==> config.mk <==
export PLATFORM = sky130hd
export DESIGN_NAME = mscc_top
export DESIGN_NICKNAME = d
export VERILOG_FILES = /design/src/shared/mscc_pkg.sv /design/src/design/mscc_cmd_mem.sv /design/src/design/mscc_sec_tick.sv /design/src/design/mscc_top.sv
export SDC_FILE = /design/constraint.sdc
export NUM_CORES = 1
export LEC_CHECK = 0
export BUFFER_PORTS_ARGS = -buffer_cell sky130_fd_sc_hd__buf_2
export CAP_MARGIN = 20
export CORE_MARGIN = 1.5
export CORE_UTILIZATION = 35
export CTS_CLUSTER_SIZE = 20
export DETAILED_ROUTE_END_ITERATION = 10
export HOLD_SLACK_MARGIN = 0.02
export PLACE_DENSITY_LB_ADDON = 0.12
export SYNTH_ARGS = -nofsm -noshare
export SYNTH_HDL_FRONTEND = slang
export SYNTH_SLANG_ARGS = --single-unit
==> constraint.sdc <==
create_clock -name mclk -period 4.25 [get_ports mclk]
set_clock_uncertainty 0.15 [all_clocks]
set_input_delay 0.85 -clock mclk [delete_from_list [all_inputs] [get_ports mclk]]
set_output_delay 0.85 -clock mclk [all_outputs]
set_load 0.03 [all_outputs]
==> src/shared/mscc_pkg.sv <==
// mscc_pkg: constants, types and register map of the modem call-control block
// assumes a single 200 MHz clock domain shared by every design file
package mscc_pkg;
   // timing
   localparam int MSCC_CLK_NS = 5;
   localparam int MSCC_SEC_NS = 1_000_000_000;
   localparam int MSCC_TICK_CYC = MSCC_SEC_NS / MSCC_CLK_NS;
   localparam logic [7:0] MSCC_RING_GAP_SECS = 8'h08;
   localparam logic [7:0] MSCC_DT_MIN = 8'h02;
   localparam logic [7:0] MSCC_CW_MIN = 8'h01;
   localparam logic [1:0] MSCC_ESC_COUNT = 2'h3;
   localparam int MSCC_CMD_DEPTH = 40;
   localparam int MSCC_CMD_AW = 6;
   // register indexes
   localparam logic [3:0] MSCC_A_RTA = 4'h0;
   localparam logic [3:0] MSCC_A_RCNT = 4'h1;
   localparam logic [3:0] MSCC_A_ESC = 4'h2;
   localparam logic [3:0] MSCC_A_TERM = 4'h3;
   localparam logic [3:0] MSCC_A_LF = 4'h4;
   localparam logic [3:0] MSCC_A_ERASE = 4'h5;
   localparam logic [3:0] MSCC_A_DTW = 4'h6;
   localparam logic [3:0] MSCC_A_CW = 4'h7;
   localparam logic [3:0] MSCC_A_CTRL = 4'h8;
   localparam logic [3:0] MSCC_A_STATE = 4'h9;
   localparam logic [3:0] MSCC_A_ISTAT = 4'ha;
   localparam logic [3:0] MSCC_A_IMASK = 4'hb;
   localparam logic [3:0] MSCC_A_CLEN = 4'hc;
   localparam logic [3:0] MSCC_A_CIDX = 4'hd;
   localparam logic [3:0] MSCC_A_CDATA = 4'he;
   // reset values
   localparam logic [7:0] MSCC_RST_RTA = 8'h00;
   localparam logic [7:0] MSCC_RST_ESC = 8'h2b;
   localparam logic [7:0] MSCC_RST_TERM = 8'h0d;
   localparam logic [7:0] MSCC_RST_LF = 8'h0a;
   localparam logic [7:0] MSCC_RST_ERASE = 8'h08;
   localparam logic [7:0] MSCC_RST_DTW = 8'h02;
   localparam logic [7:0] MSCC_RST_CW = 8'h1e;
   // control bits
   localparam int MSCC_C_VERBOSE = 0;
   localparam int MSCC_C_DTR_EN = 1;
   localparam int MSCC_C_DIAL = 2;
   localparam int MSCC_C_HANGUP = 3;
   // interrupt bits
   localparam int MSCC_I_RING = 0;
   localparam int MSCC_I_CONNECT = 1;
   localparam int MSCC_I_NOCARR = 2;
   localparam int MSCC_I_LINE = 3;
   localparam int MSCC_I_ESCAPE = 4;
   localparam int MSCC_I_W = 5;
   // result code characters
   localparam logic [7:0] MSCC_RES_CONNECT = 8'h31;
   localparam logic [7:0] MSCC_RES_NOCARR = 8'h33;
   // call states
   typedef enum logic [4:0] {
      MSCC_ST_IDLE = 5'h01,
      MSCC_ST_DIALTONE = 5'h02,
      MSCC_ST_CWAIT = 5'h04,
      MSCC_ST_ONLINE = 5'h08,
      MSCC_ST_HELD = 5'h10
   } mscc_state_e;
   // one character with its strobe
   typedef struct packed {
      logic valid;
      logic [7:0] data;
   } mscc_char_s;
   // register bus request
   typedef struct packed {
      logic wr;
      logic rd;
      logic [3:0] addr;
      logic [7:0] wdata;
   } mscc_bus_s;
endpackage
==> src/design/mscc_cmd_mem.sv <==
// mscc_cmd_mem: command line buffer, registered read port
// assumes one write and one read per clock
`timescale 1ns/100ps
module mscc_cmd_mem #(
   parameter int DEPTH = 40,
   parameter int AW = 6
) (
   input wire logic mclk,
   input wire logic wr_en,
   input wire logic [AW-1:0] wr_addr,
   input wire logic [7:0] wr_data,
   input wire logic [AW-1:0] rd_addr,
   output logic [7:0] rd_data
);
   logic [7:0] mem [DEPTH];

   // write port and registered read
   always_ff @(posedge mclk) begin
      if (wr_en && (32'(wr_addr) < DEPTH)) begin
         mem[wr_addr] <= wr_data;
      end
      rd_data <= (32'(rd_addr) < DEPTH) ? mem[rd_addr] : 8'h00;
   end
endmodule // mscc_cmd_mem

==> src/design/mscc_sec_tick.sv <==
// mscc_sec_tick: one-second tick generator with restart
// assumes restart is a synchronous pulse on mclk
`timescale 1ns/100ps
module mscc_sec_tick #(
   parameter int TICK_CYCLES = 200_000_000
) (
   input wire logic mclk,
   input wire logic resetn,
   input wire logic restart,
   output logic tick
);
   logic [31:0] cnt_reg;

   // prescaler restarts from zero on its triggering event
   always_ff @(posedge mclk or negedge resetn) begin
      if (!resetn) begin
         cnt_reg <= 32'h0;
         tick <= 1'b0;
      end else if (restart) begin
         cnt_reg <= 32'h0;
         tick <= 1'b0;
      end else if (cnt_reg == 32'(TICK_CYCLES - 1)) begin
         cnt_reg <= 32'h0;
         tick <= 1'b1;
      end else begin
         cnt_reg <= cnt_reg + 32'h1;
         tick <= 1'b0;
      end
   end
endmodule // mscc_sec_tick

==> src/design/mscc_top.sv <==
// mscc_top: modem parameter registers, ring handling, auto-answer, call timing,
// escape detection and command line entry with result code output
// assumes one clock, register port strobes of one cycle, and a terminal that
// takes one character per cycle on tx_char
//
// The address map and strobed register access are this design's own decisions.
`timescale 1ns/100ps
module mscc_top
   import mscc_pkg::*;
#(
   parameter int TICK_CYCLES = MSCC_TICK_CYC,
   parameter int CMD_DEPTH = MSCC_CMD_DEPTH
) (
   input wire logic mclk,
   input wire logic resetn,
   input wire mscc_bus_s bus,
   output logic [7:0] reg_rdata,
   input wire logic ring_det,
   input wire logic carrier_det,
   input wire logic dtr,
   input wire mscc_char_s rx_char,
   output mscc_char_s tx_char,
   output logic off_hook,
   output logic online,
   output logic irq
);
   logic [7:0] rta_reg, rcnt_reg, esc_reg, term_reg, lf_reg, erase_reg, dtw_reg, cw_reg;
   logic verbose_result_select, dtr_en_reg;
   logic [MSCC_I_W-1:0] istat_reg, imask_reg, ievt;
   mscc_state_e st_reg, st_next;
   logic [7:0] call_secs, gap_secs, mem_rdata;
   logic call_tick, gap_tick, call_restart;
   logic [1:0] esc_cnt, tx_stage;
   logic [7:0] res_char;
   logic [MSCC_CMD_AW-1:0] wr_ptr, clen_reg, cidx_reg;
   logic cmd_state, rx_cmd, rx_term, rx_erase, mem_wr;
   logic esc_on, esc_hit, escape_evt, answer_now, dial_cmd, hangup_cmd;
   logic dtr_drop, carrier_lost, connect_evt, nocarr_evt;

   // raise the value to the least legal figure
   function automatic logic [7:0] clamp_min(input logic [7:0] v, input logic [7:0] lo);
      clamp_min = (v < lo) ? lo : v;
   endfunction

   // true when count plus one reaches the limit
   function automatic logic reaches(input logic [7:0] cnt, input logic [7:0] lim);
      reaches = ({1'b0, cnt} + 9'h001) >= {1'b0, lim};
   endfunction

   // one-second ticks for ring gap and call timing
   mscc_sec_tick #(.TICK_CYCLES(TICK_CYCLES)) u_gap_tick (
      .mclk(mclk),
      .resetn(resetn),
      .restart(ring_det),
      .tick(gap_tick)
   );

   mscc_sec_tick #(.TICK_CYCLES(TICK_CYCLES)) u_call_tick (
      .mclk(mclk),
      .resetn(resetn),
      .restart(call_restart),
      .tick(call_tick)
   );

   // command line storage
   mscc_cmd_mem #(.DEPTH(CMD_DEPTH), .AW(MSCC_CMD_AW)) u_cmd_mem (
      .mclk(mclk),
      .wr_en(mem_wr),
      .wr_addr(wr_ptr),
      .wr_data(rx_char.data),
      .rd_addr(cidx_reg),
      .rd_data(mem_rdata)
   );

   // event decode
   assign cmd_state = (st_reg == MSCC_ST_IDLE) || (st_reg == MSCC_ST_HELD);
   assign rx_cmd = cmd_state && rx_char.valid;
   assign rx_term = rx_cmd && (rx_char.data == term_reg);
   assign rx_erase = rx_cmd && !rx_term && (rx_char.data == erase_reg);
   assign mem_wr = rx_cmd && !rx_term && !rx_erase && (32'(wr_ptr) < CMD_DEPTH);
   assign esc_on = !esc_reg[7];
   assign esc_hit = (st_reg == MSCC_ST_ONLINE) && esc_on && rx_char.valid && (rx_char.data == esc_reg);
   assign escape_evt = esc_hit && (esc_cnt == MSCC_ESC_COUNT - 2'h1);
   assign answer_now = (st_reg == MSCC_ST_IDLE) && ring_det && (rta_reg != 8'h00)
                       && reaches(rcnt_reg, rta_reg);
   assign dial_cmd = bus.wr && (bus.addr == MSCC_A_CTRL) && bus.wdata[MSCC_C_DIAL];
   assign hangup_cmd = bus.wr && (bus.addr == MSCC_A_CTRL) && bus.wdata[MSCC_C_HANGUP];
   assign dtr_drop = !dtr && dtr_en_reg;
   assign carrier_lost = !carrier_det;
   assign connect_evt = (st_reg == MSCC_ST_CWAIT) && carrier_det;
   assign nocarr_evt = (st_reg == MSCC_ST_CWAIT) && !carrier_det && call_tick
                       && reaches(call_secs, clamp_min(cw_reg, MSCC_CW_MIN));
   assign call_restart = (st_next != st_reg);
   assign ievt = {escape_evt, rx_term, nocarr_evt, connect_evt, ring_det};

   // call state transitions
   always_comb begin
      st_next = st_reg;
      unique case (st_reg)
         MSCC_ST_IDLE: begin
            if (dial_cmd) begin
               st_next = MSCC_ST_DIALTONE;
            end else if (answer_now) begin
               st_next = MSCC_ST_CWAIT;
            end
         end
         MSCC_ST_DIALTONE: begin
            if (hangup_cmd) begin
               st_next = MSCC_ST_IDLE;
            end else if (call_tick && reaches(call_secs, clamp_min(dtw_reg, MSCC_DT_MIN))) begin
               st_next = MSCC_ST_CWAIT;
            end
         end
         MSCC_ST_CWAIT: begin
            if (connect_evt) begin
               st_next = MSCC_ST_ONLINE;
            end else if (nocarr_evt || hangup_cmd) begin
               st_next = MSCC_ST_IDLE;
            end
         end
         MSCC_ST_ONLINE: begin
            if (carrier_lost) begin
               st_next = MSCC_ST_IDLE;
            end else if (dtr_drop || escape_evt) begin
               st_next = MSCC_ST_HELD;
            end
         end
         MSCC_ST_HELD: begin
            if (carrier_lost || hangup_cmd) begin
               st_next = MSCC_ST_IDLE;
            end
         end
         default: st_next = MSCC_ST_IDLE;
      endcase
   end

   // call state and line outputs
   always_ff @(posedge mclk or negedge resetn) begin
      if (!resetn) begin
         st_reg <= MSCC_ST_IDLE;
         off_hook <= 1'b0;
         online <= 1'b0;
      end else begin
         st_reg <= st_next;
         off_hook <= (st_next != MSCC_ST_IDLE);
         online <= (st_next == MSCC_ST_ONLINE);
      end
   end

   // seconds elapsed in the current call state
   always_ff @(posedge mclk or negedge resetn) begin
      if (!resetn) begin
         call_secs <= 8'h00;
      end else if (call_restart) begin
         call_secs <= 8'h00;
      end else if (call_tick && call_secs != 8'hff) begin
         call_secs <= call_secs + 8'h01;
      end
   end

   // ring counter and ring gap timer
   always_ff @(posedge mclk or negedge resetn) begin
      if (!resetn) begin
         rcnt_reg <= 8'h00;
         gap_secs <= 8'h00;
      end else if (ring_det) begin
         if (rcnt_reg != 8'hff) begin
            rcnt_reg <= rcnt_reg + 8'h01;
         end
         gap_secs <= 8'h00;
      end else if (gap_tick && rcnt_reg != 8'h00) begin
         if (reaches(gap_secs, MSCC_RING_GAP_SECS)) begin
            rcnt_reg <= 8'h00;
            gap_secs <= 8'h00;
         end else begin
            gap_secs <= gap_secs + 8'h01;
         end
      end
   end

   // escape character run counter
   always_ff @(posedge mclk or negedge resetn) begin
      if (!resetn) begin
         esc_cnt <= 2'h0;
      end else if (st_reg != MSCC_ST_ONLINE || escape_evt) begin
         esc_cnt <= 2'h0;
      end else if (rx_char.valid) begin
         esc_cnt <= esc_hit ? esc_cnt + 2'h1 : 2'h0;
      end
   end

   // command buffer pointer and completed line length
   always_ff @(posedge mclk or negedge resetn) begin
      if (!resetn) begin
         wr_ptr <= '0;
         clen_reg <= '0;
      end else if (rx_term) begin
         clen_reg <= wr_ptr;
         wr_ptr <= '0;
      end else if (rx_erase) begin
         if (wr_ptr != '0) begin
            wr_ptr <= wr_ptr - 1'b1;
         end
      end else if (mem_wr) begin
         wr_ptr <= wr_ptr + 1'b1;
      end
   end

   // result code sequencer: code, terminator, then line feed when verbose
   always_ff @(posedge mclk or negedge resetn) begin
      if (!resetn) begin
         tx_stage <= 2'h0;
         res_char <= 8'h00;
      end else if (connect_evt || nocarr_evt) begin
         tx_stage <= 2'h3;
         res_char <= connect_evt ? MSCC_RES_CONNECT : MSCC_RES_NOCARR;
      end else if (tx_stage == 2'h2 && !verbose_result_select) begin
         tx_stage <= 2'h0;
      end else if (tx_stage != 2'h0) begin
         tx_stage <= tx_stage - 2'h1;
      end
   end

   // character output: result codes first, else echo in command state
   always_ff @(posedge mclk or negedge resetn) begin
      if (!resetn) begin
         tx_char <= '0;
      end else begin
         unique case (tx_stage)
            2'h3: tx_char <= '{valid: 1'b1, data: res_char};
            2'h2: tx_char <= '{valid: 1'b1, data: term_reg};
            2'h1: tx_char <= '{valid: 1'b1, data: lf_reg};
            2'h0: tx_char <= '{valid: rx_cmd, data: rx_char.data};
         endcase
      end
   end

   // software-written parameters and control
   always_ff @(posedge mclk or negedge resetn) begin
      if (!resetn) begin
         rta_reg <= MSCC_RST_RTA;
         esc_reg <= MSCC_RST_ESC;
         term_reg <= MSCC_RST_TERM;
         lf_reg <= MSCC_RST_LF;
         erase_reg <= MSCC_RST_ERASE;
         dtw_reg <= MSCC_RST_DTW;
         cw_reg <= MSCC_RST_CW;
         verbose_result_select <= 1'b0;
         dtr_en_reg <= 1'b0;
         imask_reg <= '0;
         cidx_reg <= '0;
      end else if (bus.wr) begin
         unique case (bus.addr)
            MSCC_A_RTA: rta_reg <= bus.wdata;
            MSCC_A_ESC: esc_reg <= bus.wdata;
            MSCC_A_TERM: term_reg <= bus.wdata;
            MSCC_A_LF: lf_reg <= bus.wdata;
            MSCC_A_ERASE: erase_reg <= bus.wdata;
            MSCC_A_DTW: dtw_reg <= bus.wdata;
            MSCC_A_CW: cw_reg <= bus.wdata;
            MSCC_A_CTRL: begin
               verbose_result_select <= bus.wdata[MSCC_C_VERBOSE];
               dtr_en_reg <= bus.wdata[MSCC_C_DTR_EN];
            end
            MSCC_A_IMASK: imask_reg <= bus.wdata[MSCC_I_W-1:0];
            MSCC_A_CIDX: cidx_reg <= bus.wdata[MSCC_CMD_AW-1:0];
            default: ;
         endcase
      end
   end

   // sticky interrupt status: a new event wins over a write-one clear
   always_ff @(posedge mclk or negedge resetn) begin
      if (!resetn) begin
         istat_reg <= '0;
         irq <= 1'b0;
      end else begin
         if (bus.wr && bus.addr == MSCC_A_ISTAT) begin
            istat_reg <= (istat_reg & ~bus.wdata[MSCC_I_W-1:0]) | ievt;
         end else begin
            istat_reg <= istat_reg | ievt;
         end
         irq <= |((istat_reg | ievt) & imask_reg);
      end
   end

   // read data, one cycle after the read strobe
   always_ff @(posedge mclk or negedge resetn) begin
      if (!resetn) begin
         reg_rdata <= 8'h00;
      end else if (bus.rd) begin
         unique case (bus.addr)
            MSCC_A_RTA: reg_rdata <= rta_reg;
            MSCC_A_RCNT: reg_rdata <= rcnt_reg;
            MSCC_A_ESC: reg_rdata <= esc_reg;
            MSCC_A_TERM: reg_rdata <= term_reg;
            MSCC_A_LF: reg_rdata <= lf_reg;
            MSCC_A_ERASE: reg_rdata <= erase_reg;
            MSCC_A_DTW: reg_rdata <= dtw_reg;
            MSCC_A_CW: reg_rdata <= cw_reg;
            MSCC_A_CTRL: reg_rdata <= {6'h00, dtr_en_reg, verbose_result_select};
            MSCC_A_STATE: reg_rdata <= {3'h0, st_reg};
            MSCC_A_ISTAT: reg_rdata <= {3'h0, istat_reg};
            MSCC_A_IMASK: reg_rdata <= {3'h0, imask_reg};
            MSCC_A_CLEN: reg_rdata <= {2'h0, clen_reg};
            MSCC_A_CIDX: reg_rdata <= {2'h0, cidx_reg};
            MSCC_A_CDATA: reg_rdata <= mem_rdata;
            default: reg_rdata <= 8'h00;
         endcase
      end else begin
         reg_rdata <= 8'h00;
      end
   end
endmodule // mscc_top

### After elaboration in Yosys (flattened, before gate mapping)

Memory sizes are Yosys's and may differ from the RTL's. A register that Yosys moved wholly into a read port is not among the register bits.
Cells that the tools add are included.

* flip-flop bits (word level): 213
* bits in writable memories: 320
* input bits: 28
* output and inout bits: 20
* logic and storage cells: 204
* memories kept: 1

Memory list
* u_cmd_mem.mem: words 40, bits a word 8, rd ports 1, clocked after memory_dff 1, wr ports 1, RTL line mscc_cmd_mem.sv:15 `logic [7:0] mem [DEPTH];`

* add/sub/neg operators: 12
* order comparisons: 8
* equal/unequal tests: 36
* mux-type cells: 46
* bitwise gates (word level): 5
* reductions and logical operators: 65

Operator list (count)
* $mux 32: 4
* $pmux 8 s15: 1
* $mux 8: 12
* $add 32x1->32 const B: 2
* $eq 32x28->1 const B: 2
* $mux 5: 10
* $pmux 9 s4: 1
* $eq 4x4->1 const B: 7
* $add 8x1->9 const B: 3
* $ge 9x8->1: 3
* $logic_and 1x1->1: 27
* $pmux 5 s5: 1
* $add 8x1->8 const B: 3
* $eq 8x8->1: 3
* $mux 6: 4
* $reduce_and 2->1: 11
* $eq 4x3->1 const B: 4
* $ne 8x8->1 const B: 2
* $reduce_bool 8->1: 2
* $mux 2: 7
* $lt 6x6->1 const B: 2
* $and 5x5->5: 2
* $eq 5x4->1 const B: 2
* $or 5x5->5: 2
* other kinds (31): 55

### Longest topological paths before layout

* depth in word-level cells: 13
* depth in mapped cells: 14
* mapped depth without buffers: 13

### Hierarchy

Synthesis repeated with hierarchy kept, for this count alone.

* cell total of the unflattened synthesis: 1850
* area total of the unflattened synthesis: 24792.5 µm²

By module, submodules not included
* mscc_cmd_mem: times used 1, cells each 648, area an instance 12808.5 µm², seq. area each 9769.4 µm²
* mscc_top: times used 1, cells each 836, area an instance 8393.0 µm², seq. area each 3548.4 µm²
* mscc_sec_tick: times used 2, cells each 183, area an instance 1795.5 µm², seq. area each 825.8 µm²

### Least setup slack after synthesis

No wires, ideal clock.

* path type: register -> register
* start: register call_secs[0]
* end: register u_call_tick.tick
* setup time: 129 ps
* arrival: 2947 ps
* required time: 3971 ps
* slack: 1024 ps
* cell stages (with the launch flop): 14
* buffers on the path: 1
* period minus slack after synthesis: 3226 ps
* cells stage by stage: dfrtp_1 > ha_1 > nand3_2 > nor2_1 > xor2_1 > ha_1 > a21oi_1 > o21ai_1 > a221o_1 > and3_1 > a211o_2 > xor2_4 > buf_6 > nor3_2

* longest elaborated chain between the ends: 9
* elaborated cells between the ends (all ways): 13
* classes of those cells: 1 x add/sub; 2 x order compare; 1 x eq/ne; 6 x mux; 3 x reduce/logical

RTL lines
* start: declaration: RTL line mscc_top.sv:31 `logic [7:0] call_secs, gap_secs, mem_rdata;`
* start signal: assignment: RTL line mscc_top.sv:157 `call_secs <= call_secs + 8'h01;`
* $add 8x1->9 (*): RTL line mscc_top.sv:47 `reaches = ({1'b0, cnt} + 9'h001) >= {1'b0, lim};`
* $ge 9x8->1: RTL line mscc_top.sv:47
* $logic_and 1x1->1: RTL line mscc_top.sv:92 `&& reaches(call_secs, clamp_min(cw_reg, MSCC_CW_MIN));`
* $logic_or 1x1->1: RTL line mscc_top.sv:117 `end else if (nocarr_evt || hangup_cmd) begin`
* $mux 5: RTL line mscc_top.sv:117
* $mux 5: RTL line mscc_top.sv:115 `if (connect_evt) begin`
* $pmux 5 s5 (*): RTL line mscc_top.sv:99 `unique case (st_reg)`
* net st_next[0]: RTL line mscc_top.sv:30 `mscc_state_e st_reg, st_next;`
* $ne 5x5->1 (*): RTL line mscc_top.sv:93 `assign call_restart = (st_next != st_reg);`
* $mux 1 (*): RTL line mscc_sec_tick.sv:19 `end else if (restart) begin`
* end signal: assignment: RTL line mscc_sec_tick.sv:18 `tick <= 1'b0;`
* end signal: assignment: RTL line mscc_sec_tick.sv:21 `tick <= 1'b0;`
* end signal: assignment: RTL line mscc_sec_tick.sv:24 `tick <= 1'b1;`
* end: declaration: RTL line mscc_sec_tick.sv:10 `output logic tick`

The timed path passes the listed nets; every way through them passes the cells marked *.
A chain may end at the register's enable or synchronous reset.

### Worst setup path after layout

* start: register call_secs[0]
* end: register u_call_tick.cnt_reg[19]

* longest elaborated chain between the ends: 9
* elaborated cells between the ends (all ways): 13
* classes of those cells: 1 x add/sub; 2 x order compare; 1 x eq/ne; 6 x mux; 3 x reduce/logical

RTL lines
* $add 8x1->9 (*): RTL line mscc_top.sv:47
* $ge 9x8->1: RTL line mscc_top.sv:47
* $logic_and 1x1->1: RTL line mscc_top.sv:92
* $logic_or 1x1->1: RTL line mscc_top.sv:117
* $mux 5: RTL line mscc_top.sv:117
* $mux 5: RTL line mscc_top.sv:115
* $pmux 5 s5 (*): RTL line mscc_top.sv:99
* $ne 5x5->1 (*): RTL line mscc_top.sv:93
* $mux 32 (*): RTL line mscc_sec_tick.sv:19
* end signal: assignment: RTL line mscc_sec_tick.sv:26 `cnt_reg <= cnt_reg + 32'h1;`
* end: declaration: RTL line mscc_sec_tick.sv:12 `logic [31:0] cnt_reg;`

Every way passes the cells marked *; elsewhere a longest branch is shown, timed or not.

==> run summary <==
status -> finished, violations left
failing checks -> negative hold slack
Final Critical Period -> 3.81 ns
Worst-path clk slew -> 0.06 ns
Post-synth EDFFs -> 320
CP Capture Type -> register
slowest cell on the critical path -> o41ai_1
critical path launch point type -> register
Clock Power Share -> 34.4%
clk_lat worst skew -> 0.63 ns
overall die height -> 267 um
TritonCTS clock tree -> yes
Hold Slack -> -0.0111 ns
endpoints failing setup -> 0
sequential power share -> 43.5%
actual slew at the worst max-slew pin -> 0.853 ns
Final Max Tran Viols -> 0
Clock Sink Count -> 535
reg-to-reg endpoint -> u_call_tick.cnt_reg[19]
Net Sw Power -> 0.00472 W
HP Class -> in -> async
row count -> 96
Area Growth Syn to Fin -> 15.1%
CP Buf/Inv Count -> 1
count of cell types in the netlist -> 85
routed via count -> 14700
post-synthesis sequential area ratio -> 61.5%
WL final -> 65100 um
RSZ-0062 raised after global routing -> false
P_int -> 0.0103 W
DRC errors left -> 0
nets@finish -> 1891
f_max -> 0.262 GHz
vias per inst -> 5.25
kind of critical path -> reg -> reg
critical path cell sequence -> ha_1 -> nand3_2 -> nor2_1 -> xor2_1 -> ha_1 -> a21oi_1 -> nor2b_1 -> o41ai_1 -> a21bo_1 -> a41oi_1 -> nand4b_4 -> buf_4 -> nor3_2
H-tree depth -> 2
Sum Neg Setup Slack -> 0 ns
combinational fraction of design power -> 22.1%
Seq cells post-synth -> 535
cell mode on critical path -> ha_1
switch share -> 31.4%
die footprint -> 0.0711 mm2
total gr overflow -> 0
pwr/cell area -> 537 mW/mm2
worst-path maximum fanout -> 16
First-pass DRT Iterations -> 8
starting density of the core -> 35.4%
Final period util -> 89.7%
IO Port Bufs -> 47
relative slew slack -> 43.1%
vias in the first global route -> 14900
Starting DRT DRC Count -> 1523
Syn Inst Count -> 1717
Setup Buffers After CTS -> 0
Root Buffer -> clkbuf_16
CP max stage delay -> 0.54 ns
GRT Overall Usage -> 18.6%
initial antenna violation count -> 5
CTS resizes -> 0
worst path required time -> 4.65 ns
core footprint -> 0.0687 mm2
drt wl/cell -> 23.2 um
share of cells above drive strength 1 -> 25.5%
yosys warns -> 0
TritonCTS buffer count -> 60
share of flip-flops with an asynchronous set or reset -> 38.7%
post-synthesis cell area -> 0.0243 mm2
leakage power -> 10.3 nW
syn_area_per_cell -> 14.2 um2
Hold Violations, Final -> 1
first-pass GRT wire length -> 97900 um
Worst R2R Setup Slack -> 0.44 ns
io pins -> 48
max cap viols -> 0
Top FF cell, synth -> edfxtp_1
Peak VDD IR -> 0.354 mV
max FFs per register -> 320
die width -> 267 um
Critical Path AT -> 4.21 ns
R2R cell count -> 13
Total Power -> 0.0150 W
Routability Congestion -> 0.876
hold_buf cts -> 0
r2r startpoint -> call_secs[0]
syn_nets -> 1786
Max clock buf depth -> 3
delay-heaviest family, CP -> simple AND/OR/NAND/NOR gates
DPL Wire Length -> 44700 um
largest net degree at the start of global routing -> 83
Detail Route Antenna Nets -> 0
==> cell usage in the layout, fill, tap and decap left out, drive strengths merged, types with 4 or more instances in the layout <==
cell,instances
mux4,98
a222oi,6
a21oi,47
or2,8
buf,127
dfstp,16
nor3,58
nand3,71
mux2i,17
nand3b,9
nor2b,15
a2bb2oi,4
clkbuf,90
a31oi,6
xor2,50
nand2b,10
nor4b,6
nor2,147
nand2,125
a22o,10
and3,13
a21o,7
nor4,13
dfrtp,191
o31ai,5
dfxtp,8
clkinv,18
edfxtp,320
or3,4
nand4,17
a22oi,14
inv,44
bufinv,4
ha,40
mux2,76
xnor2,56
o21ai,52
a221oi,9
o22ai,4
and2,10
==> synthesized netlist by cell type (9+ instances only) <==
| master | n | area share, % |
|---|---|---|
| a21oi_1 | 47 | 0.97 |
| a221oi_1 | 9 | 0.32 |
| a22o_1 | 10 | 0.36 |
| a22oi_1 | 14 | 0.43 |
| and2_1 | 10 | 0.26 |
| and3_1 | 13 | 0.33 |
| buf_1 | 12 | 0.19 |
| buf_2 | 11 | 0.23 |
| clkbuf_1 | 44 | 0.68 |
| dfrtp_1 | 191 | 20 |
| dfstp_2 | 16 | 1.7 |
| edfxtp_1 | 320 | 39 |
| ha_1 | 40 | 2.1 |
| inv_1 | 42 | 0.65 |
| mux2_2 | 76 | 3.5 |
| mux2i_1 | 17 | 0.70 |
| mux4_2 | 98 | 9.1 |
| nand2_1 | 125 | 1.9 |
| nand2b_1 | 10 | 0.26 |
| nand3_1 | 70 | 1.4 |
| nand4_1 | 17 | 0.44 |
| nor2_1 | 146 | 2.3 |
| nor2b_1 | 15 | 0.39 |
| nor3_1 | 12 | 0.25 |
| nor3_2 | 45 | 1.9 |
| nor4_1 | 10 | 0.26 |
| o21ai_0 | 47 | 0.97 |
| xnor2_1 | 56 | 2.0 |
| xor2_1 | 49 | 1.8 |
==> area by class of cell <==
cell class / instances / area [um2]
timing repair buffer: 127 / 908
sequential: 535 / 15000
tap: 931 / 1160
fill: 6423 / 40700
inverter: 43 / 161
antenna: 1 / 2.50
clock buffer: 90 / 1730
clock inverter: 24 / 273
multi-input combinational: 1055 / 8780
==> cells by family after synthesis <==
logic type / Yosys count / synth area share [%]
AO/OA/AOI/OAI: 196 / 5.33
multiplexers: 191 / 13.3
flip-flops: 535 / 61.5
buffers and inverters: 127 / 2.39
adder cells (fa/ha/maj): 41 / 2.14
XOR/XNOR: 106 / 3.89
AND/OR/NAND/NOR: 521 / 11.4
==> per-layer routing <==
layer  GRT usage, %  wire [um]  share of wire (%)
met1           28.1      31400                 48
met2           27.5      28600                 44
met3           3.28       3790                5.8
met4           4.55       1250                1.9
met5              0         34              0.052
==> worst register-to-register path, cell delays in order (launching register included) <==
cell,delay (ns)
dfrtp_1,0.43
ha_1,0.25
nand3_2,0.16
nor2_1,0.20
xor2_1,0.25
ha_1,0.29
a21oi_1,0.13
nor2b_1,0.06
o41ai_1,0.54
a21bo_1,0.20
a41oi_1,0.13
nand4b_4,0.39
buf_4,0.34
nor3_2,0.21
==> power groups by stage <==
stage | sequential (W) | clock (W) | combinational (W)
finish | 0.00654 | 0.00517 | 0.00332
global route | 0.00660 | 0.00551 | 0.00362
CTS | 0.00655 | 0.00532 | 0.00335
detailed placement | 0.00665 | 0 | 0.00334
global placement | 0.00665 | 0 | 0.00333
floorplan | 0.00637 | 0 | 0.00243
==> per-stage QoR <==
step / hold WS [ns] / setup slack [ns] / instance area, um2 / utilization (%) / std cells
2_1_floorplan: 0.290 / 1.02 / 24300 / - / 1717
3_5_place_dp: 0.323 / 0.431 / 26000 / 37.8 / 2691
3_3_place_gp: 0.318 / 0.533 / 26000 / 37.8 / 2691
6_report: -0.0111 / 0.439 / 28000 / 40.7 / 2806
4_1_cts: 0.0281 / 0.409 / 28000 / 40.7 / 2805
5_1_grt: 0.0205 / 0.130 / 28000 / 40.7 / 2805
==> worst max path at each step <==
stage	cells past startpoint	startpoint	slack, ns	endpoint
after floorplan	13	call_secs[0]	1.02	u_call_tick.tick
after global placement	15	rx_char[0]	0.53	wr_ptr[5]
after detailed placement	13	call_secs[0]	0.43	u_call_tick.cnt_reg[30]
after CTS	13	call_secs[0]	0.41	u_call_tick.cnt_reg[30]
after global routing	13	call_secs[0]	0.13	u_call_tick.cnt_reg[30]
final	13	call_secs[0]	0.44	u_call_tick.cnt_reg[19]
Power figures use the tool's default switching activity.
